**config.mk**
```make
export PLATFORM = sky130hd
export DESIGN_NAME = cbp_regs
export DESIGN_NICKNAME = d
export VERILOG_FILES = /design/src/rtl/cbp_pkg.sv /design/src/rtl/cbp_regs.sv
export SDC_FILE = /design/constraint.sdc
export NUM_CORES = 1
export LEC_CHECK = 0
export BUFFER_PORTS_ARGS = -buffer_cell sky130_fd_sc_hd__buf_2
export CAP_MARGIN = 0
export CORE_MARGIN = 3
export CORE_UTILIZATION = 45
export DETAILED_ROUTE_END_ITERATION = 16
export GPL_ROUTABILITY_DRIVEN = 0
export HOLD_SLACK_MARGIN = 0.05
export PLACE_DENSITY_LB_ADDON = 0.1
export SYNTH_ARGS = -nofsm -noshare
export SYNTH_HDL_FRONTEND = slang
export SYNTH_SLANG_ARGS = --single-unit
```
**constraint.sdc**
```tcl
create_clock -name clock -period 1.6 [get_ports clock]
set_input_delay 0.32 -clock clock [delete_from_list [all_inputs] [get_ports clock]]
set_output_delay 0.32 -clock clock [all_outputs]
set_load 0.02 [all_outputs]
```
**src/rtl/cbp_pkg.sv**
```systemverilog
// Purpose: constants for the codec bias and power control register bank
// Assumes: 16-bit registers at word offsets on a plain strobe port
// Notes:   offsets are register indices, not byte addresses
package cbp_pkg;

	localparam int ADDR_W = 8;
	localparam int DATA_W = 16;

	////////////////////////////////////////////////////////////////////////
	// register offsets
	localparam logic [7:0] OFF_RESET_ID   = 8'h00;
	localparam logic [7:0] OFF_BIAS       = 8'h04;
	localparam logic [7:0] OFF_MIDREF     = 8'h05;
	localparam logic [7:0] OFF_MIC_DETECT = 8'h06;
	localparam logic [7:0] OFF_MIC_LEVEL  = 8'h07;
	localparam logic [7:0] OFF_ADC_OSR    = 8'h0a;
	localparam logic [7:0] OFF_INPUT_AMP  = 8'h0c;

	////////////////////////////////////////////////////////////////////////
	// field positions
	localparam int BIAS_SEL_LSB   = 2;
	localparam int BIAS_GENERATOR_ENABLE_BIT   = 0;
	localparam int MIDREF_PIN_BIT = 6;
	localparam int MIDREF_DIV_LSB = 1;
	localparam int MIDREF_BUF_BIT = 0;
	localparam int MIC_CUR_LSB    = 4;
	localparam int MIC_SHORT_LSB  = 2;
	localparam int MIC_DET_BIT    = 1;
	localparam int MIC_SUP_BIT    = 0;
	localparam int MIC_LEVEL_LSB  = 0;
	localparam int ADC_OSR_BIT    = 0;
	localparam int LEFT_AMP_BIT   = 1;
	localparam int RIGHT_AMP_BIT  = 0;

	////////////////////////////////////////////////////////////////////////
	// reset values
	localparam logic [1:0] RST_BIAS_SEL   = 2'h2;
	localparam logic       RST_BIAS_GENERATOR_ENABLE   = 1'h0;
	localparam logic       RST_MIDREF_PIN = 1'h0;
	localparam logic [1:0] RST_MIDREF_DIV = 2'h0;
	localparam logic       RST_MIDREF_BUF = 1'h0;
	localparam logic [2:0] RST_MIC_CUR    = 3'h0;
	localparam logic [1:0] RST_MIC_SHORT  = 2'h0;
	localparam logic       RST_MIC_DET    = 1'h0;
	localparam logic       RST_MIC_SUP    = 1'h0;
	localparam logic [2:0] RST_MIC_LEVEL  = 3'h0;
	localparam logic [1:0] RST_MIC_SUPPLY_LEVEL = 2'h0; // decoded level of RST_MIC_LEVEL
	localparam logic       RST_ADC_OSR    = 1'h1;
	localparam logic       RST_LEFT_AMP   = 1'h0;
	localparam logic       RST_RIGHT_AMP  = 1'h0;

	// identity word; value is arbitrary
	localparam logic [15:0] IDENTITY_DEFAULT = 16'h5a31;

	// decoded supply level: four distinct steps, top step shared by 1xx
	localparam logic [1:0] LEVEL_TOP = 2'h3;

endpackage

```
**src/rtl/cbp_regs.sv**
```systemverilog
// Purpose: codec bias, midpoint reference, mic supply and input power registers
// Assumes: one clock, software master on a plain strobe port, no waits
// Notes:   read data valid the cycle after the read strobe only; all
//          control outputs come straight from register flip-flops
//
// The address-and-strobe port was left to the implementer.
module cbp_regs #(
	parameter logic [15:0] IDENTITY = cbp_pkg::IDENTITY_DEFAULT
) (
	input  wire logic        clock,
	input  wire logic        rst,
	input  wire logic [7:0]  addr,
	input  wire logic [15:0] wdata,
	input  wire logic        wr,
	input  wire logic        rd,
	output logic      [15:0] rdata,
	output logic      [1:0]  master_bias_select,
	output logic             bias_generator_enable,
	output logic             midref_unused_pin_buffer_enable,
	output logic      [1:0]  midref_divider_select,
	output logic             midref_buffer_enable,
	output logic      [2:0]  mic_current_detect_threshold,
	output logic      [1:0]  mic_short_threshold,
	output logic             mic_detect_enable,
	output logic             mic_supply_enable,
	output logic      [2:0]  mic_supply_level_select,
	output logic      [1:0]  mic_supply_level,
	output logic             adc_high_oversample_select,
	output logic             left_input_amp_enable,
	output logic             right_input_amp_enable
);

	////////////////////////////////////////////////////////////////////////
	// decoded level: codes 1xx all map to the top step
	function automatic logic [1:0] level_of(input logic [2:0] code);
		logic [1:0] lv;
		lv = code[2] ? cbp_pkg::LEVEL_TOP : code[1:0];
		return lv;
	endfunction

	////////////////////////////////////////////////////////////////////////
	// address decode
	wire logic hit_reset  = addr == cbp_pkg::OFF_RESET_ID;
	wire logic hit_bias   = addr == cbp_pkg::OFF_BIAS;
	wire logic hit_midref = addr == cbp_pkg::OFF_MIDREF;
	wire logic hit_det    = addr == cbp_pkg::OFF_MIC_DETECT;
	wire logic hit_level  = addr == cbp_pkg::OFF_MIC_LEVEL;
	wire logic hit_osr    = addr == cbp_pkg::OFF_ADC_OSR;
	wire logic hit_amp    = addr == cbp_pkg::OFF_INPUT_AMP;

	// soft reset is any write at offset zero, data ignored
	wire logic soft_reset = wr && hit_reset;

	////////////////////////////////////////////////////////////////////////
	// register read images; unassigned bits are zero
	wire logic [15:0] img_bias = {12'h000, master_bias_select, 1'b0, bias_generator_enable};
	wire logic [15:0] img_midref = {9'h000, midref_unused_pin_buffer_enable, 3'h0,
		midref_divider_select, midref_buffer_enable};
	wire logic [15:0] img_det = {9'h000, mic_current_detect_threshold, mic_short_threshold,
		mic_detect_enable, mic_supply_enable};
	wire logic [15:0] img_level = {13'h0000, mic_supply_level_select};
	wire logic [15:0] img_osr   = {15'h0000, adc_high_oversample_select};
	wire logic [15:0] img_amp   = {14'h0000, left_input_amp_enable, right_input_amp_enable};

	// read mux; unmapped offsets read zero
	wire logic [15:0] read_mux =
		hit_reset  ? IDENTITY :
		hit_bias   ? img_bias :
		hit_midref ? img_midref :
		hit_det    ? img_det :
		hit_level  ? img_level :
		hit_osr    ? img_osr :
		hit_amp    ? img_amp : 16'h0000;

	wire logic [15:0] next_rdata = rd ? read_mux : 16'h0000;

	////////////////////////////////////////////////////////////////////////
	// read data: stands for one cycle after the strobe, zero otherwise
	always_ff @(posedge clock or posedge rst) begin
		if (rst)
			rdata <= 16'h0000;
		else
			rdata <= next_rdata;
	end

	////////////////////////////////////////////////////////////////////////
	// per-register write enables; the hit decodes are exclusive, so a write
	// at offset zero only resets and never stores its data word; writes to
	// unmapped offsets match no enable and are dropped
	wire logic wr_bias   = wr && hit_bias;
	wire logic wr_midref = wr && hit_midref;
	wire logic wr_det    = wr && hit_det;
	wire logic wr_level  = wr && hit_level;
	wire logic wr_osr    = wr && hit_osr;
	wire logic wr_amp    = wr && hit_amp;

	////////////////////////////////////////////////////////////////////////
	// next values, bias control; soft reset comes first in every select
	// reserved bias codes are stored as written; the analogue side treats
	// them as undefined, and when to change the select is software's duty
	wire logic [1:0] next_master_bias_select =
		soft_reset ? cbp_pkg::RST_BIAS_SEL :
		wr_bias    ? wdata[cbp_pkg::BIAS_SEL_LSB +: 2] :
		master_bias_select;
	wire logic       next_bias_generator_enable =
		soft_reset ? cbp_pkg::RST_BIAS_GENERATOR_ENABLE :
		wr_bias    ? wdata[cbp_pkg::BIAS_GENERATOR_ENABLE_BIT] :
		bias_generator_enable;

	////////////////////////////////////////////////////////////////////////
	// next values, midpoint reference control; unassigned bits 5:3 and
	// 15:7 of the write word reach no flop
	wire logic       next_midref_unused_pin_buffer_enable =
		soft_reset ? cbp_pkg::RST_MIDREF_PIN :
		wr_midref  ? wdata[cbp_pkg::MIDREF_PIN_BIT] :
		midref_unused_pin_buffer_enable;
	wire logic [1:0] next_midref_divider_select =
		soft_reset ? cbp_pkg::RST_MIDREF_DIV :
		wr_midref  ? wdata[cbp_pkg::MIDREF_DIV_LSB +: 2] :
		midref_divider_select;
	wire logic       next_midref_buffer_enable =
		soft_reset ? cbp_pkg::RST_MIDREF_BUF :
		wr_midref  ? wdata[cbp_pkg::MIDREF_BUF_BIT] :
		midref_buffer_enable;

	////////////////////////////////////////////////////////////////////////
	// next values, mic supply detection; threshold codes pass straight
	// through, the analogue side maps them to current steps
	wire logic [2:0] next_mic_current_detect_threshold =
		soft_reset ? cbp_pkg::RST_MIC_CUR :
		wr_det     ? wdata[cbp_pkg::MIC_CUR_LSB +: 3] :
		mic_current_detect_threshold;
	wire logic [1:0] next_mic_short_threshold =
		soft_reset ? cbp_pkg::RST_MIC_SHORT :
		wr_det     ? wdata[cbp_pkg::MIC_SHORT_LSB +: 2] :
		mic_short_threshold;
	wire logic       next_mic_detect_enable =
		soft_reset ? cbp_pkg::RST_MIC_DET :
		wr_det     ? wdata[cbp_pkg::MIC_DET_BIT] :
		mic_detect_enable;
	wire logic       next_mic_supply_enable =
		soft_reset ? cbp_pkg::RST_MIC_SUP :
		wr_det     ? wdata[cbp_pkg::MIC_SUP_BIT] :
		mic_supply_enable;

	////////////////////////////////////////////////////////////////////////
	// next values, mic level; the decoded level has flops of its own so the
	// output comes from a register instead of through the decoder
	wire logic [2:0] next_mic_supply_level_select =
		soft_reset ? cbp_pkg::RST_MIC_LEVEL :
		wr_level   ? wdata[cbp_pkg::MIC_LEVEL_LSB +: 3] :
		mic_supply_level_select;
	wire logic [1:0] next_mic_supply_level =
		soft_reset ? cbp_pkg::RST_MIC_SUPPLY_LEVEL :
		wr_level   ? level_of(wdata[cbp_pkg::MIC_LEVEL_LSB +: 3]) :
		mic_supply_level;

	////////////////////////////////////////////////////////////////////////
	// next values, oversampling and input amp power; oversampling is the
	// one field of this bank that resets to one
	wire logic       next_adc_high_oversample_select =
		soft_reset ? cbp_pkg::RST_ADC_OSR :
		wr_osr     ? wdata[cbp_pkg::ADC_OSR_BIT] :
		adc_high_oversample_select;
	wire logic       next_left_input_amp_enable =
		soft_reset ? cbp_pkg::RST_LEFT_AMP :
		wr_amp     ? wdata[cbp_pkg::LEFT_AMP_BIT] :
		left_input_amp_enable;
	wire logic       next_right_input_amp_enable =
		soft_reset ? cbp_pkg::RST_RIGHT_AMP :
		wr_amp     ? wdata[cbp_pkg::RIGHT_AMP_BIT] :
		right_input_amp_enable;

	////////////////////////////////////////////////////////////////////////
	// bias control flops; the async reset branch loads constants only,
	// soft reset arrives through the next values
	// bias select, resets to high performance
	always_ff @(posedge clock or posedge rst) begin
		if (rst)
			master_bias_select <= cbp_pkg::RST_BIAS_SEL;
		else
			master_bias_select <= next_master_bias_select;
	end

	// bias generator enable
	always_ff @(posedge clock or posedge rst) begin
		if (rst)
			bias_generator_enable <= cbp_pkg::RST_BIAS_GENERATOR_ENABLE;
		else
			bias_generator_enable <= next_bias_generator_enable;
	end

	////////////////////////////////////////////////////////////////////////
	// midpoint reference flops; all three reset to off so the reference
	// comes up disabled until software starts it
	// unused pin buffer enable
	always_ff @(posedge clock or posedge rst) begin
		if (rst)
			midref_unused_pin_buffer_enable <= cbp_pkg::RST_MIDREF_PIN;
		else
			midref_unused_pin_buffer_enable <= next_midref_unused_pin_buffer_enable;
	end

	// divider select
	always_ff @(posedge clock or posedge rst) begin
		if (rst)
			midref_divider_select <= cbp_pkg::RST_MIDREF_DIV;
		else
			midref_divider_select <= next_midref_divider_select;
	end

	// reference buffer enable
	always_ff @(posedge clock or posedge rst) begin
		if (rst)
			midref_buffer_enable <= cbp_pkg::RST_MIDREF_BUF;
		else
			midref_buffer_enable <= next_midref_buffer_enable;
	end

	////////////////////////////////////////////////////////////////////////
	// mic supply detection flops; supply and detection come up off so no
	// current flows into an unplugged jack after power-up
	// current detect threshold
	always_ff @(posedge clock or posedge rst) begin
		if (rst)
			mic_current_detect_threshold <= cbp_pkg::RST_MIC_CUR;
		else
			mic_current_detect_threshold <= next_mic_current_detect_threshold;
	end

	// short circuit threshold
	always_ff @(posedge clock or posedge rst) begin
		if (rst)
			mic_short_threshold <= cbp_pkg::RST_MIC_SHORT;
		else
			mic_short_threshold <= next_mic_short_threshold;
	end

	// detection enable
	always_ff @(posedge clock or posedge rst) begin
		if (rst)
			mic_detect_enable <= cbp_pkg::RST_MIC_DET;
		else
			mic_detect_enable <= next_mic_detect_enable;
	end

	// supply enable
	always_ff @(posedge clock or posedge rst) begin
		if (rst)
			mic_supply_enable <= cbp_pkg::RST_MIC_SUP;
		else
			mic_supply_enable <= next_mic_supply_enable;
	end

	////////////////////////////////////////////////////////////////////////
	// mic level flops; raw code and decoded level always load together so
	// the two outputs never disagree for a cycle
	// raw level code, read back as written
	always_ff @(posedge clock or posedge rst) begin
		if (rst)
			mic_supply_level_select <= cbp_pkg::RST_MIC_LEVEL;
		else
			mic_supply_level_select <= next_mic_supply_level_select;
	end

	// decoded level
	always_ff @(posedge clock or posedge rst) begin
		if (rst)
			mic_supply_level <= cbp_pkg::RST_MIC_SUPPLY_LEVEL;
		else
			mic_supply_level <= next_mic_supply_level;
	end

	////////////////////////////////////////////////////////////////////////
	// oversampling flop; resets to the high performance ratio
	// one means 128 times, zero the low power 64 times
	always_ff @(posedge clock or posedge rst) begin
		if (rst)
			adc_high_oversample_select <= cbp_pkg::RST_ADC_OSR;
		else
			adc_high_oversample_select <= next_adc_high_oversample_select;
	end

	////////////////////////////////////////////////////////////////////////
	// input amp power flops; both sides come up unpowered
	// left input amp enable
	always_ff @(posedge clock or posedge rst) begin
		if (rst)
			left_input_amp_enable <= cbp_pkg::RST_LEFT_AMP;
		else
			left_input_amp_enable <= next_left_input_amp_enable;
	end

	// right input amp enable
	always_ff @(posedge clock or posedge rst) begin
		if (rst)
			right_input_amp_enable <= cbp_pkg::RST_RIGHT_AMP;
		else
			right_input_amp_enable <= next_right_input_amp_enable;
	end

endmodule

```
==> flow_metrics.env <==
export IMPL_coreArea_um2=3800
export IMPL_cts_sinks=30
export IMPL_worst_ep_required_time_ns=1.79
export IMPL_timing_final_crit_share=1.01
export IMPL_worst_slack_ns=-0.0141
export IMPL_clock_skew_final_ns=0.00200
export IMPL_vdd_ir_drop_worst_mv=0.467
export IMPL_crit_chain="buf_2, or4_1, buf_6, or4_1, a311oi_2"
export IMPL_drt_initial_drc_count=143
export IMPL_detail_route_antenna_nets=0
export IMPL_io_buffers=51
export IMPL_status="finished with violations"
export IMPL_place_hpwl_um=4060
export IMPL_violations="negative setup slack"
export IMPL_synth_edf_count=0
export IMPL_rr_startpoint="mic_supply_level_select[0]"
export IMPL_antenna_found_initial=0
export IMPL_numCtsBuffers=5
export IMPL_dieArea_um2=4880
export IMPL_routedWlPerCell_um=18.0
export IMPL_root_buffer="clkbuf_8"
export IMPL_arrival_ns=1.81
export IMPL_drc_errors=0
export IMPL_maxCapViolations=0
export IMPL_max_stage_delay_ns=0.55
export IMPL_p_leak_nw=1.19
export IMPL_layout_nets=292
export IMPL_power_density_nw_per_um2=723
export IMPL_hold_path_class="in -> async"
export IMPL_max_freq_ghz=0.620
export IMPL_internal_power_mw=1.27
export IMPL_maxSlewViolCount=0
export IMPL_crit_type="in -> reg"
export IMPL_grt_max_degree=31
export IMPL_ys_seq_area_frac=0.410
export IMPL_final_area_um2=2500
export IMPL_ctsLongestPathBuffers=2
export IMPL_hold_viol=0
export IMPL_nFillCells=327
export IMPL_overflow=0
export IMPL_netlist_top_cell_by_area="dfrtp_1"
export IMPL_clk_pin_slew_ns=0.06
export IMPL_dpl_cell_area_um2=2370
export IMPL_synthFlopType="dfrtp_1"
export IMPL_ys_types=48
export IMPL_synthTopCellsByArea="dfrtp_1 (38%), buf_4 (3.3%), clkbuf_1 (3.3%)"
export IMPL_cts_tree="built"
export IMPL_row_count=22
export IMPL_clock_latency_ns=0.29
export IMPL_dieWidth_um=69.9
export IMPL_syn_cell_area_um2=1840
export IMPL_ys_warnings_count=0
export IMPL_ioPinCount=66
export IMPL_area_growth_pct=35.9
export IMPL_critical_path_peak_fanout=17
export IMPL_avgSynthCellArea_um2=9.37
export IMPL_drive_above_1_share=0.438
export IMPL_setup_tns_ns=-0.0141
export IMPL_synthCells=196
export IMPL_crit_top_cell="or4_1"
export IMPL_post_cts_buffers=0
export IMPL_routed_via_density=6.09
export IMPL_r2r_cells=3
export IMPL_clkPwrFrac=0.352
export IMPL_relSlewSlack=0.680
export IMPL_start_util=0.484
export IMPL_finalCriticalPeriod_ns=1.61
export IMPL_synthArstFlopShare=1.00
export IMPL_wl_um=5630
export IMPL_setup_violations_final=1
export IMPL_worst_pin_slew_ns=0.467
export IMPL_grt_setup_unrepaired="true"
export IMPL_die_y_um=69.9
export IMPL_netSwitchingFraction=0.295
export IMPL_power_mw=1.80
export IMPL_grt_pass1_vias=1883
export IMPL_synth_top_area_share=0.381
export IMPL_htree_num_levels=2
export IMPL_antenna_cells=0
export IMPL_drt_first_pass_iters=4
export IMPL_critPathSlowestCell="or4_1"
export IMPL_end_kind="flop"
export IMPL_comb_power_share=0.198
export IMPL_holdWs_ns=0.105
export IMPL_worstSetupStartpoint="addr[7]"
export IMPL_pwr_share_seq=0.450
export IMPL_grt_pass1_wl_um=9190
export IMPL_worst_setup_path_start_kind="input port"
export IMPL_num_vias=1905
export IMPL_ys_ff_latch=30
export IMPL_grtUsageTotal=0.236
export IMPL_switching_power_mw=0.532
==> power groups by stage <==
stage	Combinational [mW]	Sequential, mW	Clock [mW]
after CTS	0.354	0.812	0.643
final	0.357	0.812	0.635
after global placement	0.342	0.824	0
after detailed placement	0.352	0.825	0
after global routing	0.387	0.815	0.684
after floorplan	0.179	0.856	0
==> per-layer routing <==
metal / routed length, µm / GRT usage
met5: 0 / 0
met4: 99 / 0.0872
met3: 342 / 0.0576
met2: 2910 / 0.409
met1: 2280 / 0.283
==> cell families (layout without fill, tap and decap cells) <==
logic type / Yosys count / count (layout) / synth area share
AOI/OAI and AO/OA: 51 / 51 / 0.213
muxes: 4 / 4 / 0.0232
and+or+nand+nor: 75 / 75 / 0.261
other: 1 / 5 / 0.00204
buffers and inverters: 34 / 99 / 0.0865
xor gates and xnor gates: 1 / 1 / 0.00477
DFF: 30 / 30 / 0.410
==> Yosys cell counts, drive strengths merged (3+ instances only) <==
cell type / number
nand3b: 5
o31ai: 8
buf: 12
clkbuf: 16
a31oi: 3
a21o: 4
dfrtp: 28
nor3: 5
nor4: 8
or4: 3
a21oi: 9
and3b: 4
nand4: 8
a41oi: 3
nand3: 6
a22o: 4
nor4b: 3
inv: 6
nor2b: 3
nor2: 3
o41ai: 6
nand2b: 8
nand2: 8
==> worst paths after layout <==
check / end / slack, ns
setup / recovery: rdata[0] / -0.01
setup reg to reg: rdata[0] / 0.17
min in group clock: mic_current_detect_threshold[1] / 0.28
hold / removal: mic_current_detect_threshold[2] / 0.10
max in group asynchronous: adc_high_oversample_select / 1.17
hold reg to reg: midref_divider_select[0] / 0.53
==> worst max-delay path: cells and delay by family <==
family | cells | cell delay, ns
buffers and inverters | 2 | 0.30
AOI/OAI and AO/OA | 1 | 0.22
and+or+nand+nor | 2 | 0.97
==> per-stage QoR <==
step | cells | worst slack, ns | util
floorplan | 200 | -0.0718 | -
global placement | 305 | -0.256 | 0.624
detailed placement | 305 | -0.309 | 0.624
CTS | 313 | 0.0202 | 0.650
global route | 313 | -0.0414 | 0.657
finish | 313 | -0.0141 | 0.657
==> sequential cells by signal, indices dropped and copies added, names as in the netlist, 2 cells and up <==
register	cells
mic_supply_level_select	3
master_bias_select	2
rdata	8
mic_short_threshold	2
mic_current_detect_threshold	3
midref_divider_select	2
mic_supply_level	2
==> final cells by class <==
cell class                      instances  area (µm²)  area share
Clock inverter                          1        5.00     0.00201
Timing Repair Buffer                   85         518       0.208
Clock buffer                            7        86.3      0.0346
Multi-Input combinational cell        136        1050       0.421
Inverter                                6        22.5     0.00902
Sequential cell                        30         753       0.302
Tap cell                               48        60.1      0.0241
==> layout by cell type (no fill, tap or decap), drive strengths merged, types with 6 or more instances in the layout <==
cell type,count
clkbuf,7
o41ai,6
o31ai,8
inv,6
nand3,6
nand2,8
nor4,8
buf,85
nand4,8
dfrtp,28
a21oi,9
nand2b,8
==> timing repair <==
item,4_1_cts,5_1_grt
endpoints found under the setup margin,1,19
pin swaps,0,0
hold buffers,0,0
gates resized for setup,1,5
(Power assumes the default switching activity.)
